===== src/hw/grs_pkg.sv =====
package grs_pkg;
  localparam logic [8:0] OFS_CH1_VALUE = 9'h000;
  localparam logic [8:0] OFS_CH1_DIR = 9'h004;
  localparam logic [8:0] OFS_CH2_VALUE = 9'h008;
  localparam logic [8:0] OFS_CH2_DIR = 9'h00C;
  localparam logic [8:0] OFS_MASTER_IRQ = 9'h11C;
  localparam logic [8:0] OFS_IRQ_FLAGS = 9'h120;
  localparam logic [8:0] OFS_IRQ_MASK = 9'h128;
  localparam int MASTER_EN_BIT = 31;
  localparam logic [31:0] RST_ZERO = 32'h00000000;
  localparam logic [1:0] RESP_OKAY = 2'h0;
endpackage : grs_pkg


===== src/hw/grs_gpio.sv =====
`timescale 1ns/1ns
module grs_gpio
  import grs_pkg::*;
#(
  parameter int WIDTH1 = 32,
  parameter int WIDTH2 = 32,
  parameter bit DUAL = 1'b0,
  parameter bit IRQ_EN = 1'b0,
  parameter logic [31:0] BASE_ADDR = 32'h00000000,
  parameter logic [31:0] DFLT_VALUE1 = RST_ZERO,
  parameter logic [31:0] DFLT_DIR1 = 32'hFFFFFFFF,
  parameter logic [31:0] DFLT_VALUE2 = RST_ZERO,
  parameter logic [31:0] DFLT_DIR2 = 32'hFFFFFFFF
) (
  // clock and reset
  input wire logic ref_clk,
  input wire logic sys_rst,
  // write address and data
  input wire logic [31:0] s_axi_awaddr,
  input wire logic s_axi_awvalid,
  output logic s_axi_awready,
  input wire logic [31:0] s_axi_wdata,
  input wire logic [3:0] s_axi_wstrb,
  input wire logic s_axi_wvalid,
  output logic s_axi_wready,
  // write response
  output logic [1:0] s_axi_bresp,
  output logic s_axi_bvalid,
  input wire logic s_axi_bready,
  // read address and data
  input wire logic [31:0] s_axi_araddr,
  input wire logic s_axi_arvalid,
  output logic s_axi_arready,
  output logic [31:0] s_axi_rdata,
  output logic [1:0] s_axi_rresp,
  output logic s_axi_rvalid,
  input wire logic s_axi_rready,
  // channel pins
  input wire logic [WIDTH1-1:0] chan1In,
  output logic [WIDTH1-1:0] chan1Out,
  output logic [WIDTH1-1:0] chan1Tri,
  input wire logic [WIDTH2-1:0] chan2In,
  output logic [WIDTH2-1:0] chan2Out,
  output logic [WIDTH2-1:0] chan2Tri,
  // interrupt
  output logic irq_out
);

  // width masks for each channel
  localparam logic [31:0] MASK1 = 32'hFFFFFFFF >> (32 - WIDTH1);
  localparam logic [31:0] MASK2 = 32'hFFFFFFFF >> (32 - WIDTH2);

  logic [31:0] value1_r, dir1_r, value2_r, dir2_r;
  logic masterEn_r;
  logic [1:0] flags_r, chanMask_r;
  logic [31:0] in1_r, in2_r;
  logic bValid_r, rValid_r;
  logic [31:0] rData_r;
  logic [31:0] rData_nxt;
  logic wrFire, rdFire;
  logic [8:0] wOfs, rOfs;
  logic [1:0] event_nxt;
  logic [31:0] pin1, pin2;

  // block-relative offset of a bus address, or an out-of-range marker
  function automatic logic [9:0] relOfs(input logic [31:0] addr);
    logic [31:0] d;
    d = addr - BASE_ADDR;
    relOfs = (d[31:9] == 23'h0) ? {1'b1, d[8:0]} : 10'h0;
  endfunction : relOfs

  // take a write only when address and data arrive together
  assign wrFire = s_axi_awvalid & s_axi_wvalid & ~bValid_r;
  assign rdFire = s_axi_arvalid & ~rValid_r;
  assign s_axi_awready = wrFire;
  assign s_axi_wready = wrFire;
  assign s_axi_arready = rdFire;
  assign s_axi_bvalid = bValid_r;
  assign s_axi_bresp = RESP_OKAY;
  assign s_axi_rvalid = rValid_r;
  assign s_axi_rresp = RESP_OKAY;
  assign s_axi_rdata = rData_r;

  // offsets are decoded relative to the base
  always_comb begin
    logic [9:0] w;
    logic [9:0] r;
    w = relOfs(s_axi_awaddr);
    r = relOfs(s_axi_araddr);
    wOfs = w[9] ? w[8:0] : 9'h1FC;
    rOfs = r[9] ? r[8:0] : 9'h1FC;
  end

  // pins zero-extended to the word
  assign pin1 = 32'(chan1In);
  assign pin2 = 32'(chan2In);

  // write response channel
  always_ff @(posedge ref_clk) begin
    if (sys_rst) begin
      bValid_r <= 1'b0;
    end else if (wrFire) begin
      bValid_r <= 1'b1;
    end else if (s_axi_bready) begin
      bValid_r <= 1'b0;
    end
  end

  // channel one registers, full word written, strobes ignored
  always_ff @(posedge ref_clk) begin
    if (sys_rst) begin
      value1_r <= DFLT_VALUE1 & MASK1;
      dir1_r <= DFLT_DIR1 & MASK1;
    end else if (wrFire) begin
      if (wOfs == OFS_CH1_VALUE) begin
        // input bits keep their value
        value1_r <= ((s_axi_wdata & ~dir1_r) | (value1_r & dir1_r)) & MASK1;
      end
      if (wOfs == OFS_CH1_DIR) begin
        dir1_r <= s_axi_wdata & MASK1;
      end
    end
  end

  // channel two registers, only when dual
  always_ff @(posedge ref_clk) begin
    if (sys_rst) begin
      value2_r <= DUAL ? (DFLT_VALUE2 & MASK2) : RST_ZERO;
      dir2_r <= DUAL ? (DFLT_DIR2 & MASK2) : RST_ZERO;
    end else if (wrFire && DUAL) begin
      if (wOfs == OFS_CH2_VALUE) begin
        value2_r <= ((s_axi_wdata & ~dir2_r) | (value2_r & dir2_r)) & MASK2;
      end
      if (wOfs == OFS_CH2_DIR) begin
        dir2_r <= s_axi_wdata & MASK2;
      end
    end
  end

  // output and three-state pins straight from the registers
  assign chan1Out = value1_r[WIDTH1-1:0];
  assign chan1Tri = dir1_r[WIDTH1-1:0];
  assign chan2Out = value2_r[WIDTH2-1:0];
  assign chan2Tri = dir2_r[WIDTH2-1:0];

  // previous input samples for transition detection
  // reset takes the live pins so a pin idling high gives no false event
  always_ff @(posedge ref_clk) begin
    if (sys_rst) begin
      in1_r <= pin1;
      in2_r <= pin2;
    end else begin
      in1_r <= pin1;
      in2_r <= pin2;
    end
  end

  // per-channel transition on an input bit
  assign event_nxt[0] = |((in1_r ^ pin1) & dir1_r);
  assign event_nxt[1] = DUAL & (|((in2_r ^ pin2) & dir2_r));

  // interrupt registers, present only with interrupts configured
  always_ff @(posedge ref_clk) begin
    if (sys_rst || !IRQ_EN) begin
      masterEn_r <= 1'b0;
      chanMask_r <= 2'h0;
      flags_r <= 2'h0;
    end else begin
      if (wrFire && wOfs == OFS_MASTER_IRQ) begin
        masterEn_r <= s_axi_wdata[MASTER_EN_BIT];
      end
      if (wrFire && wOfs == OFS_IRQ_MASK) begin
        chanMask_r <= s_axi_wdata[1:0];
      end
      // toggle on write, a new event sets and wins
      if (wrFire && wOfs == OFS_IRQ_FLAGS) begin
        flags_r <= (flags_r ^ s_axi_wdata[1:0]) | event_nxt;
      end else begin
        flags_r <= flags_r | event_nxt;
      end
    end
  end

  // level interrupt gated by both enables
  assign irq_out = masterEn_r & |(flags_r & chanMask_r);

  // read mux, absent registers return zero
  always_comb begin
    rData_nxt = RST_ZERO;
    case (rOfs)
      OFS_CH1_VALUE: rData_nxt = pin1 & dir1_r & MASK1;
      OFS_CH1_DIR: rData_nxt = dir1_r;
      OFS_CH2_VALUE: rData_nxt = DUAL ? (pin2 & dir2_r & MASK2) : RST_ZERO;
      OFS_CH2_DIR: rData_nxt = DUAL ? dir2_r : RST_ZERO;
      OFS_MASTER_IRQ: rData_nxt = {masterEn_r, 31'h0};
      OFS_IRQ_FLAGS: rData_nxt = {30'h0, flags_r};
      OFS_IRQ_MASK: rData_nxt = {30'h0, chanMask_r};
      default: rData_nxt = RST_ZERO;
    endcase
  end

  // read data channel
  always_ff @(posedge ref_clk) begin
    if (sys_rst) begin
      rValid_r <= 1'b0;
      rData_r <= RST_ZERO;
    end else if (rdFire) begin
      rValid_r <= 1'b1;
      rData_r <= rData_nxt;
    end else if (s_axi_rready) begin
      rValid_r <= 1'b0;
    end
  end

  // direction write steers the three-state pin next cycle
  a_dir_drives_tri: assert property (@(posedge ref_clk) disable iff (sys_rst)
    (wrFire && wOfs == OFS_CH1_DIR) |=> (chan1Tri == $past(s_axi_wdata[WIDTH1-1:0])))
    else $error("direction write not on tri pins");

  // ignored strobes: full word lands in direction
  a_full_word_write: assert property (@(posedge ref_clk) disable iff (sys_rst)
    (wrFire && wOfs == OFS_CH1_DIR && s_axi_wstrb == 4'h0)
      |=> (dir1_r == ($past(s_axi_wdata) & MASK1)))
    else $error("strobes affected write");

  // input bits keep value across a data write
  a_input_bits_hold: assert property (@(posedge ref_clk) disable iff (sys_rst)
    (wrFire && wOfs == OFS_CH1_VALUE) |=> ((value1_r & $past(dir1_r)) == ($past(value1_r) & $past(dir1_r))))
    else $error("write altered input bit");

  // output bits read as zero
  a_output_read_zero: assert property (@(posedge ref_clk) disable iff (sys_rst)
    (rdFire && rOfs == OFS_CH1_VALUE) |=> ((s_axi_rdata & ~$past(dir1_r)) == 32'h0))
    else $error("output bit read nonzero");

  // absent channel two reads zero
  a_absent_read_zero: assert property (@(posedge ref_clk) disable iff (sys_rst)
    (rdFire && !DUAL && rOfs == OFS_CH2_DIR) |=> (s_axi_rdata == 32'h0))
    else $error("absent register read nonzero");

  // toggle on write flips flags with no event
  a_flag_toggle: assert property (@(posedge ref_clk) disable iff (sys_rst)
    (IRQ_EN && wrFire && wOfs == OFS_IRQ_FLAGS && event_nxt == 2'h0)
      |=> (flags_r == ($past(flags_r) ^ $past(s_axi_wdata[1:0]))))
    else $error("status toggle wrong");

  // no interrupt without the master enable
  a_irq_master_gate: assert property (@(posedge ref_clk) disable iff (sys_rst)
    !masterEn_r |-> !irq_out)
    else $error("irq without master enable");

  // interrupt registers stay clear when not configured
  a_irq_absent: assert property (@(posedge ref_clk) disable iff (sys_rst)
    !IRQ_EN |=> (flags_r == 2'h0 && !masterEn_r))
    else $error("interrupt state without option");

  // enabled input transition raises the interrupt
  a_event_raises_irq: assert property (@(posedge ref_clk) disable iff (sys_rst)
    (IRQ_EN && event_nxt[0] && masterEn_r && chanMask_r[0]
      && !(wrFire && (wOfs == OFS_MASTER_IRQ || wOfs == OFS_IRQ_MASK))) |=> irq_out)
    else $error("transition missed");

  // channel one output bits take the written word
  a_ch1_value_ofs: assert property (@(posedge ref_clk) disable iff (sys_rst)
    (wrFire && wOfs == OFS_CH1_VALUE)
      |=> ((value1_r & ~$past(dir1_r)) == ($past(s_axi_wdata) & ~$past(dir1_r) & MASK1)))
    else $error("channel one data write lost");

  // channel two output bits take the written word
  a_ch2_value_write: assert property (@(posedge ref_clk) disable iff (sys_rst)
    (DUAL && wrFire && wOfs == OFS_CH2_VALUE)
      |=> ((value2_r & ~$past(dir2_r)) == ($past(s_axi_wdata) & ~$past(dir2_r) & MASK2)))
    else $error("channel two data write lost");

  // channel two direction reaches its three-state pins
  a_tri2_follows: assert property (@(posedge ref_clk) disable iff (sys_rst)
    (DUAL && wrFire && wOfs == OFS_CH2_DIR)
      |=> (chan2Tri == $past(s_axi_wdata[WIDTH2-1:0])))
    else $error("channel two direction not on tri pins");

  // single channel keeps the second pair cleared
  a_ch2_absent: assert property (@(posedge ref_clk) disable iff (sys_rst)
    !DUAL |-> (value2_r == RST_ZERO && dir2_r == RST_ZERO))
    else $error("channel two state without option");

  // channel one input transition sets its flag
  a_flag_event_set: assert property (@(posedge ref_clk) disable iff (sys_rst)
    (IRQ_EN && event_nxt[0]) |=> flags_r[0])
    else $error("channel one event not flagged");

  // channel two input transition sets its flag
  a_ch2_event_set: assert property (@(posedge ref_clk) disable iff (sys_rst)
    (IRQ_EN && event_nxt[1]) |=> flags_r[1])
    else $error("channel two event not flagged");

  // channel mask write lands
  a_mask_write: assert property (@(posedge ref_clk) disable iff (sys_rst)
    (IRQ_EN && wrFire && wOfs == OFS_IRQ_MASK) |=> (chanMask_r == $past(s_axi_wdata[1:0])))
    else $error("channel mask write lost");

  // master enable write lands
  a_gie_write: assert property (@(posedge ref_clk) disable iff (sys_rst)
    (IRQ_EN && wrFire && wOfs == OFS_MASTER_IRQ)
      |=> (masterEn_r == $past(s_axi_wdata[MASTER_EN_BIT])))
    else $error("master enable write lost");

  // no state above the channel width
  a_width_masked: assert property (@(posedge ref_clk) disable iff (sys_rst)
    ((value1_r & ~MASK1) == RST_ZERO && (dir1_r & ~MASK1) == RST_ZERO))
    else $error("bits above width set");

  // input bits read the pin
  a_input_read_pin: assert property (@(posedge ref_clk) disable iff (sys_rst)
    (rdFire && rOfs == OFS_CH1_VALUE)
      |=> ((s_axi_rdata & $past(dir1_r)) == ($past(pin1) & $past(dir1_r) & MASK1)))
    else $error("input bit read wrong");

  // unmapped write leaves channel one alone
  a_unmapped_no_write: assert property (@(posedge ref_clk) disable iff (sys_rst)
    (wrFire && wOfs == 9'h1FC) |=> (value1_r == $past(value1_r) && dir1_r == $past(dir1_r)))
    else $error("unmapped write changed state");

  // direction reads back as written
  a_dir_read_back: assert property (@(posedge ref_clk) disable iff (sys_rst)
    (rdFire && rOfs == OFS_CH1_DIR) |=> (s_axi_rdata == $past(dir1_r)))
    else $error("direction read wrong");

  // defaults in force right after reset
  a_reset_defaults: assert property (@(posedge ref_clk) disable iff (sys_rst)
    $past(sys_rst) |-> (value1_r == (DFLT_VALUE1 & MASK1) && dir1_r == (DFLT_DIR1 & MASK1)
      && flags_r == 2'h0 && !irq_out))
    else $error("reset defaults wrong");

  // a write is only taken with address and data together
  a_write_needs_both: assert property (@(posedge ref_clk) disable iff (sys_rst)
    s_axi_awready |-> (s_axi_awvalid && s_axi_wvalid))
    else $error("write taken without both valids");

  // fully masked channels never interrupt
  a_irq_mask_gate: assert property (@(posedge ref_clk) disable iff (sys_rst)
    (chanMask_r == 2'h0) |-> !irq_out)
    else $error("irq with all channels masked");

endmodule : grs_gpio


===== config.mk =====
export PLATFORM = sky130hd
export DESIGN_NAME = grs_gpio
export DESIGN_NICKNAME = d
export VERILOG_FILES = /design/src/hw/grs_pkg.sv /design/src/hw/grs_gpio.sv
export SDC_FILE = /design/constraint.sdc
export NUM_CORES = 1
export LEC_CHECK = 0
export BUFFER_PORTS_ARGS = -buffer_cell sky130_fd_sc_hd__buf_2
export CELL_PAD_IN_SITES_DETAIL_PLACEMENT = 0
export CELL_PAD_IN_SITES_GLOBAL_PLACEMENT = 2
export CORE_ASPECT_RATIO = 0.6
export CORE_MARGIN = 2
export CORE_UTILIZATION = 23
export CTS_CLUSTER_SIZE = 28
export DETAILED_ROUTE_END_ITERATION = 16
export GPL_ROUTABILITY_DRIVEN = 0
export PLACE_DENSITY_LB_ADDON = 0.08
export SETUP_SLACK_MARGIN = 0.1
export SYNTH_ARGS = -nofsm -noshare
export SYNTH_HDL_FRONTEND = slang
export SYNTH_SLANG_ARGS = --single-unit

===== constraint.sdc =====
create_clock -name ref_clk -period 2.1 [get_ports ref_clk]
set_input_delay 0.315 -clock ref_clk [delete_from_list [all_inputs] [get_ports ref_clk]]
set_output_delay 0.315 -clock ref_clk [all_outputs]
set_load 0.01 [all_outputs]

* Word level (Yosys, flattened, before mapping) *
Index checks and enable logic that the tools add are counted.

storage, ports and cells
  bits in registers = 98
  input port bits = 171
  output and inout port bits = 170
  word-level logic and storage cells = 34

cells by class
  equality and inequality tests = 2
  mux-type cells = 9
  bitwise gates (word level) = 10
  reduce and logical (&&, ||, !) cells = 8

operators with widths
  operator                                              count
  bitwise AND 32 bit                                    3
  one-hot mux 32 bit (2 select lines)                   1
  logical NOT 23 bit                                    2
  inverter 32 bit                                       1
  OR 32 bit                                             1
  2-to-1 mux 10 bit                                     2
  equality test 9 x 3 -> 1 bit (second input constant)  2
  logical NOT 9 bit                                     2
  2-to-1 mux 9 bit                                      2
  2-to-1 mux 1 bit                                      4
  AND reduction 2 bit                                   2
  nonzero test 2 bit                                    2
  bitwise AND 1 bit                                     3
  inverter 1 bit                                        2

* Depth between registers and ports, before layout *
  word-level depth = 5
  depth in mapped cells = 6
  gate-level depth less buffers = 4

* Worst setup path after synthesis *
No wires, ideal clock.

  kind = register to register
  start = reg bValid_r, in the netlist s_axi_bvalid
  end = reg dir1_r[10], in the netlist chan1Tri[10]
  setup time = 120 ps
  arrival = 1,342 ps
  data required time = 1,980 ps
  slack = 638 ps
  stages on the path, launching flop included = 6
  path buffers = 1
  clock period less this slack = 1,462 ps
  cell sequence = dfxtp_1 -> nand3b_1 -> nor4_4 -> nand4_4 -> buf_6 -> mux2i_1

between the ends
  cells in the longest elaborated chain, start to end = 3

RTL lines
  what                           RTL line         RTL
  start: declaration             grs_gpio.sv:57   logic bValid_r, rValid_r;
  start signal: assignment       grs_gpio.sv:101  bValid_r <= 1'b0;
  start signal: assignment       grs_gpio.sv:103  bValid_r <= 1'b1;
  start signal: assignment       grs_gpio.sv:105  bValid_r <= 1'b0;
  inverter 1 bit                 grs_gpio.sv:73   assign wrFire = s_axi_awvalid & s_axi_wvalid & ~bValid_r;
  bitwise AND 1 bit              grs_gpio.sv:73
  AND reduction 2 bit (no line)  -
  end signal: assignment         grs_gpio.sv:113  dir1_r <= DFLT_DIR1 & MASK1;
  end signal: assignment         grs_gpio.sv:120  dir1_r <= s_axi_wdata & MASK1;
  end: declaration               grs_gpio.sv:53   logic [31:0] value1_r, dir1_r, value2_r, dir2_r;

Every way passes these cells.
A chain may end at the register's enable or synchronous reset.

* Worst setup path in the final report *
  start = in s_axi_araddr[24]
  end = reg rData_r[22], in the netlist s_axi_rdata[22]

between the ends
  cells in the longest elaborated chain, start to end = 5
  elaborated cells between the ends (all ways) = 6
  those cells by class = eq/ne (1); mux (3); reduce/logical (2)

RTL lines
  what                                                                      RTL line         RTL
  start: declaration                                                        grs_gpio.sv:31   input wire logic [31:0] s_axi_araddr,
  logical NOT 23 bit (*)                                                    grs_gpio.sv:69   relOfs = (d[31:9] == 23'h0) ? {1'b1, d[8:0]} : 10'h0;
  2-to-1 mux 10 bit (*)                                                     grs_gpio.sv:69
  2-to-1 mux 9 bit (*)                                                      grs_gpio.sv:91   rOfs = r[9] ? r[8:0] : 9'h1FC;
  equality test 9 x 3 -> 1 bit / logical NOT 9 bit (equally long branches)  grs_gpio.sv:190  case (rOfs)
  one-hot mux 32 bit (2 select lines) (*)                                   grs_gpio.sv:190
  end signal: assignment                                                    grs_gpio.sv:209  rData_r <= rData_nxt;
  end: declaration                                                          grs_gpio.sv:58   logic [31:0] rData_r;

Mark *: on every way between the ends. The rest lies on a longest branch, timed or not.

==> impl_metrics.env <==
export IMPL_rsz0062_at_grt="false"
export IMPL_ys_top_cells_by_count="nor2_1 (100), dfxtp_1 (98), buf_4 (70), nand2b_1 (65), mux2i_1 (64)"
export IMPL_synth_cell_types=25
export IMPL_startpoint="s_axi_araddr[24]"
export IMPL_critical_path_top_delay_family="simple AND/OR/NAND/NOR gates"
export IMPL_min_period_ps=1730
export IMPL_grt_max_degree=131
export IMPL_worst_pin_slew_ps=1030
export IMPL_cts_tree="done"
export IMPL_die_w_microns=193
export IMPL_h_tree_depth=3
export IMPL_path_buf_inv=1
export IMPL_yosysMostFrequentCell="nor2_1"
export IMPL_drtIter0Drc=161
export IMPL_clock_skew_ps=5.77
export IMPL_worstPathArrival_ps=1990
export IMPL_drc=0
export IMPL_slowest_stage="or3_4"
export IMPL_dieArea_sq_mm=0.0228
export IMPL_initial_utilization_pct=23.5
export IMPL_root_buffer="clkbuf_16"
export IMPL_viasPerCell=4.24
export IMPL_antenna_found_initial=2
export IMPL_synth_ff_type="dfxtp_1"
export IMPL_maxSlewHeadroom_pct=31.0
export IMPL_ant_nets=0
export IMPL_yosys_warnings=0
export IMPL_ctsResizeCount=0
export IMPL_first_pass_iters=4
export IMPL_end_kind="flip-flop"
export IMPL_cts_sinks=98
export IMPL_irDropWorstVdd_mv=0.389
export IMPL_grt_overflow_total=0
export IMPL_path_cells="buf_2 -> nor4_1 -> nand4_1 -> or3_4 -> o21ai_0"
export IMPL_grt_pass1_vias=4492
export IMPL_syn_area_sq_mm=0.00495
export IMPL_clock_latency_ps=360
export IMPL_numCtsBuffers=9
export IMPL_synth_edff_count=0
export IMPL_num_vias=4638
export IMPL_num_io_pins=341
export IMPL_finalNetCount=979
export IMPL_grt_total_usage_pct=15.2
export IMPL_rr_startpoint="s_axi_rvalid"
export IMPL_p_total_w=0.00402
export IMPL_clockBufferDepth=2
export IMPL_async_flop_share_pct=0
export IMPL_clock_fmax_mhz=577
export IMPL_routedWlPerCell_microns=16.0
export IMPL_drive_above_1_share_pct=32.7
export IMPL_fill_cells=2285
export IMPL_crit_required_ps=2360
export IMPL_hold_viol=0
export IMPL_avgSynthCellArea_sq_um=8.34
export IMPL_ys_seq_elements=98
export IMPL_status="finished, final reports clean"
export IMPL_synth_top_area_share_pct=39.6
export IMPL_power_leakage_nw=3.33
export IMPL_syn_instance_count=594
export IMPL_die_h_microns=118
export IMPL_synth_largest_area_cell="dfxtp_1"
export IMPL_hpwl_microns=12600
export IMPL_cts_setup_buffers=0
export IMPL_hold_buffers=0
export IMPL_totalWireLength_microns=17500
export IMPL_max_stage_delay_ps=660
export IMPL_cp_max_fo=32
export IMPL_period_share_pct=82.5
export IMPL_path_clk_slew_ps=70
export IMPL_area_growth_pct=31.8
export IMPL_yosysSeqAreaShare_pct=39.6
export IMPL_std_cell_rows=41
export IMPL_io_buffer_count=235
export IMPL_drv_cap=0
export IMPL_setup_slack_ps=368
export IMPL_post_place_ws_ps=-7.59
export IMPL_critPathLaunchType="input port"
export IMPL_fp_coreArea_sq_mm=0.0211
export IMPL_power_density_mw_per_mm2=616
export IMPL_ys_top_cells_by_area="dfxtp_1 (40%), mux2i_1 (13%), buf_4 (11%)"
export IMPL_min_from="s_axi_rready"
export IMPL_hp_class="input port to flip-flop"
export IMPL_slew_violations=0
export IMPL_setup_viol=0
export IMPL_grt_pass1_wl_microns=26200
export IMPL_criticalPathCategory="input port to flip-flop"
[area by class of cell]
type                    instances  area (sq um)  share of cell area [%]
inverters                       1          3.75                  0.0575
repair buffers                246          1360                    20.9
clock buffers                  15           288                    4.41
well taps                     279           349                    5.35
multi-input cells             452          2530                    38.8
clock inverters                 1          30.0                   0.460
diodes                          1          2.50                  0.0383
flip-flops and latches         98          1960                    30.0
[kinds of logic after synthesis]
group	synth area share, %
compound gates	6.72
mux	12.9
simple gates	26.0
buf+inv	14.6
flops	39.6
other cells	0.0757
[worst reg2reg max path: stages (launching register included)]
cell,delay (ps)
dfxtp_1,370
nor2b_1,90
buf_4,150
nor2_4,780
nand2_1,100
o21ai_0,130
[layout by cell type, fill, tap and decap left out]
cell type / count
a211oi_1: 1
a21oi_1: 1
and4_2: 2
buf_12: 8
buf_2: 234
buf_4: 4
bufinv_16: 1
clkbuf_1: 2
clkbuf_16: 9
clkbuf_8: 4
conb_1: 69
dfxtp_1: 98
diode_2: 1
inv_1: 1
mux2i_1: 64
nand2_1: 33
nand2b_1: 65
nand3_1: 1
nand3b_1: 1
nand4_1: 33
nand4_4: 1
nor2_1: 99
nor2_4: 1
nor2b_1: 1
nor4_1: 14
nor4_4: 1
o21ai_0: 58
o21ai_1: 6
or3_4: 1
[per-layer routing]
metal / GRT usage, % / routed length (microns) / vias up
li1: - / - / 2283
met1: 20.3 / 8380 / 2154
met2: 23.5 / 7740 / 187
met3: 5.24 / 1220 / 12
met4: 3.44 / 164 / 2
met5: 0 / 13 / -
[through the flow]
step / hold WS [ps] / area [sq um] / std cells / util (%) / TNS, ps
5_1_grt: 128 / 6530 / 1092 / 31.0 / 0
3_5_place_dp: 439 / 6210 / 1076 / 29.4 / -7.59
3_3_place_gp: 430 / 6210 / 1076 / 29.4 / 0
4_1_cts: 119 / 6530 / 1092 / 31.0 / 0
2_1_floorplan: 414 / 5210 / 662 / - / 0
6_report: 138 / 6530 / 1093 / 31.0 / 0
[worst paths after layout]
path	cells after the start	end	slack [ps]
max	5	s_axi_rdata[22]	370
min	2	s_axi_rvalid	140
max reg2reg	5	s_axi_rdata[22]	390
min reg2reg	2	s_axi_rdata[4]	450
[report_power, final]
group	internal [W]	switching, W	total, W
registers	0.00186	0.00000207	0.00186
logic	0.000153	0.000221	0.000374
clock network	0.00106	0.000728	0.00178
total	0.00307	0.000952	0.00402
Power figures use the tool's default switching activity.
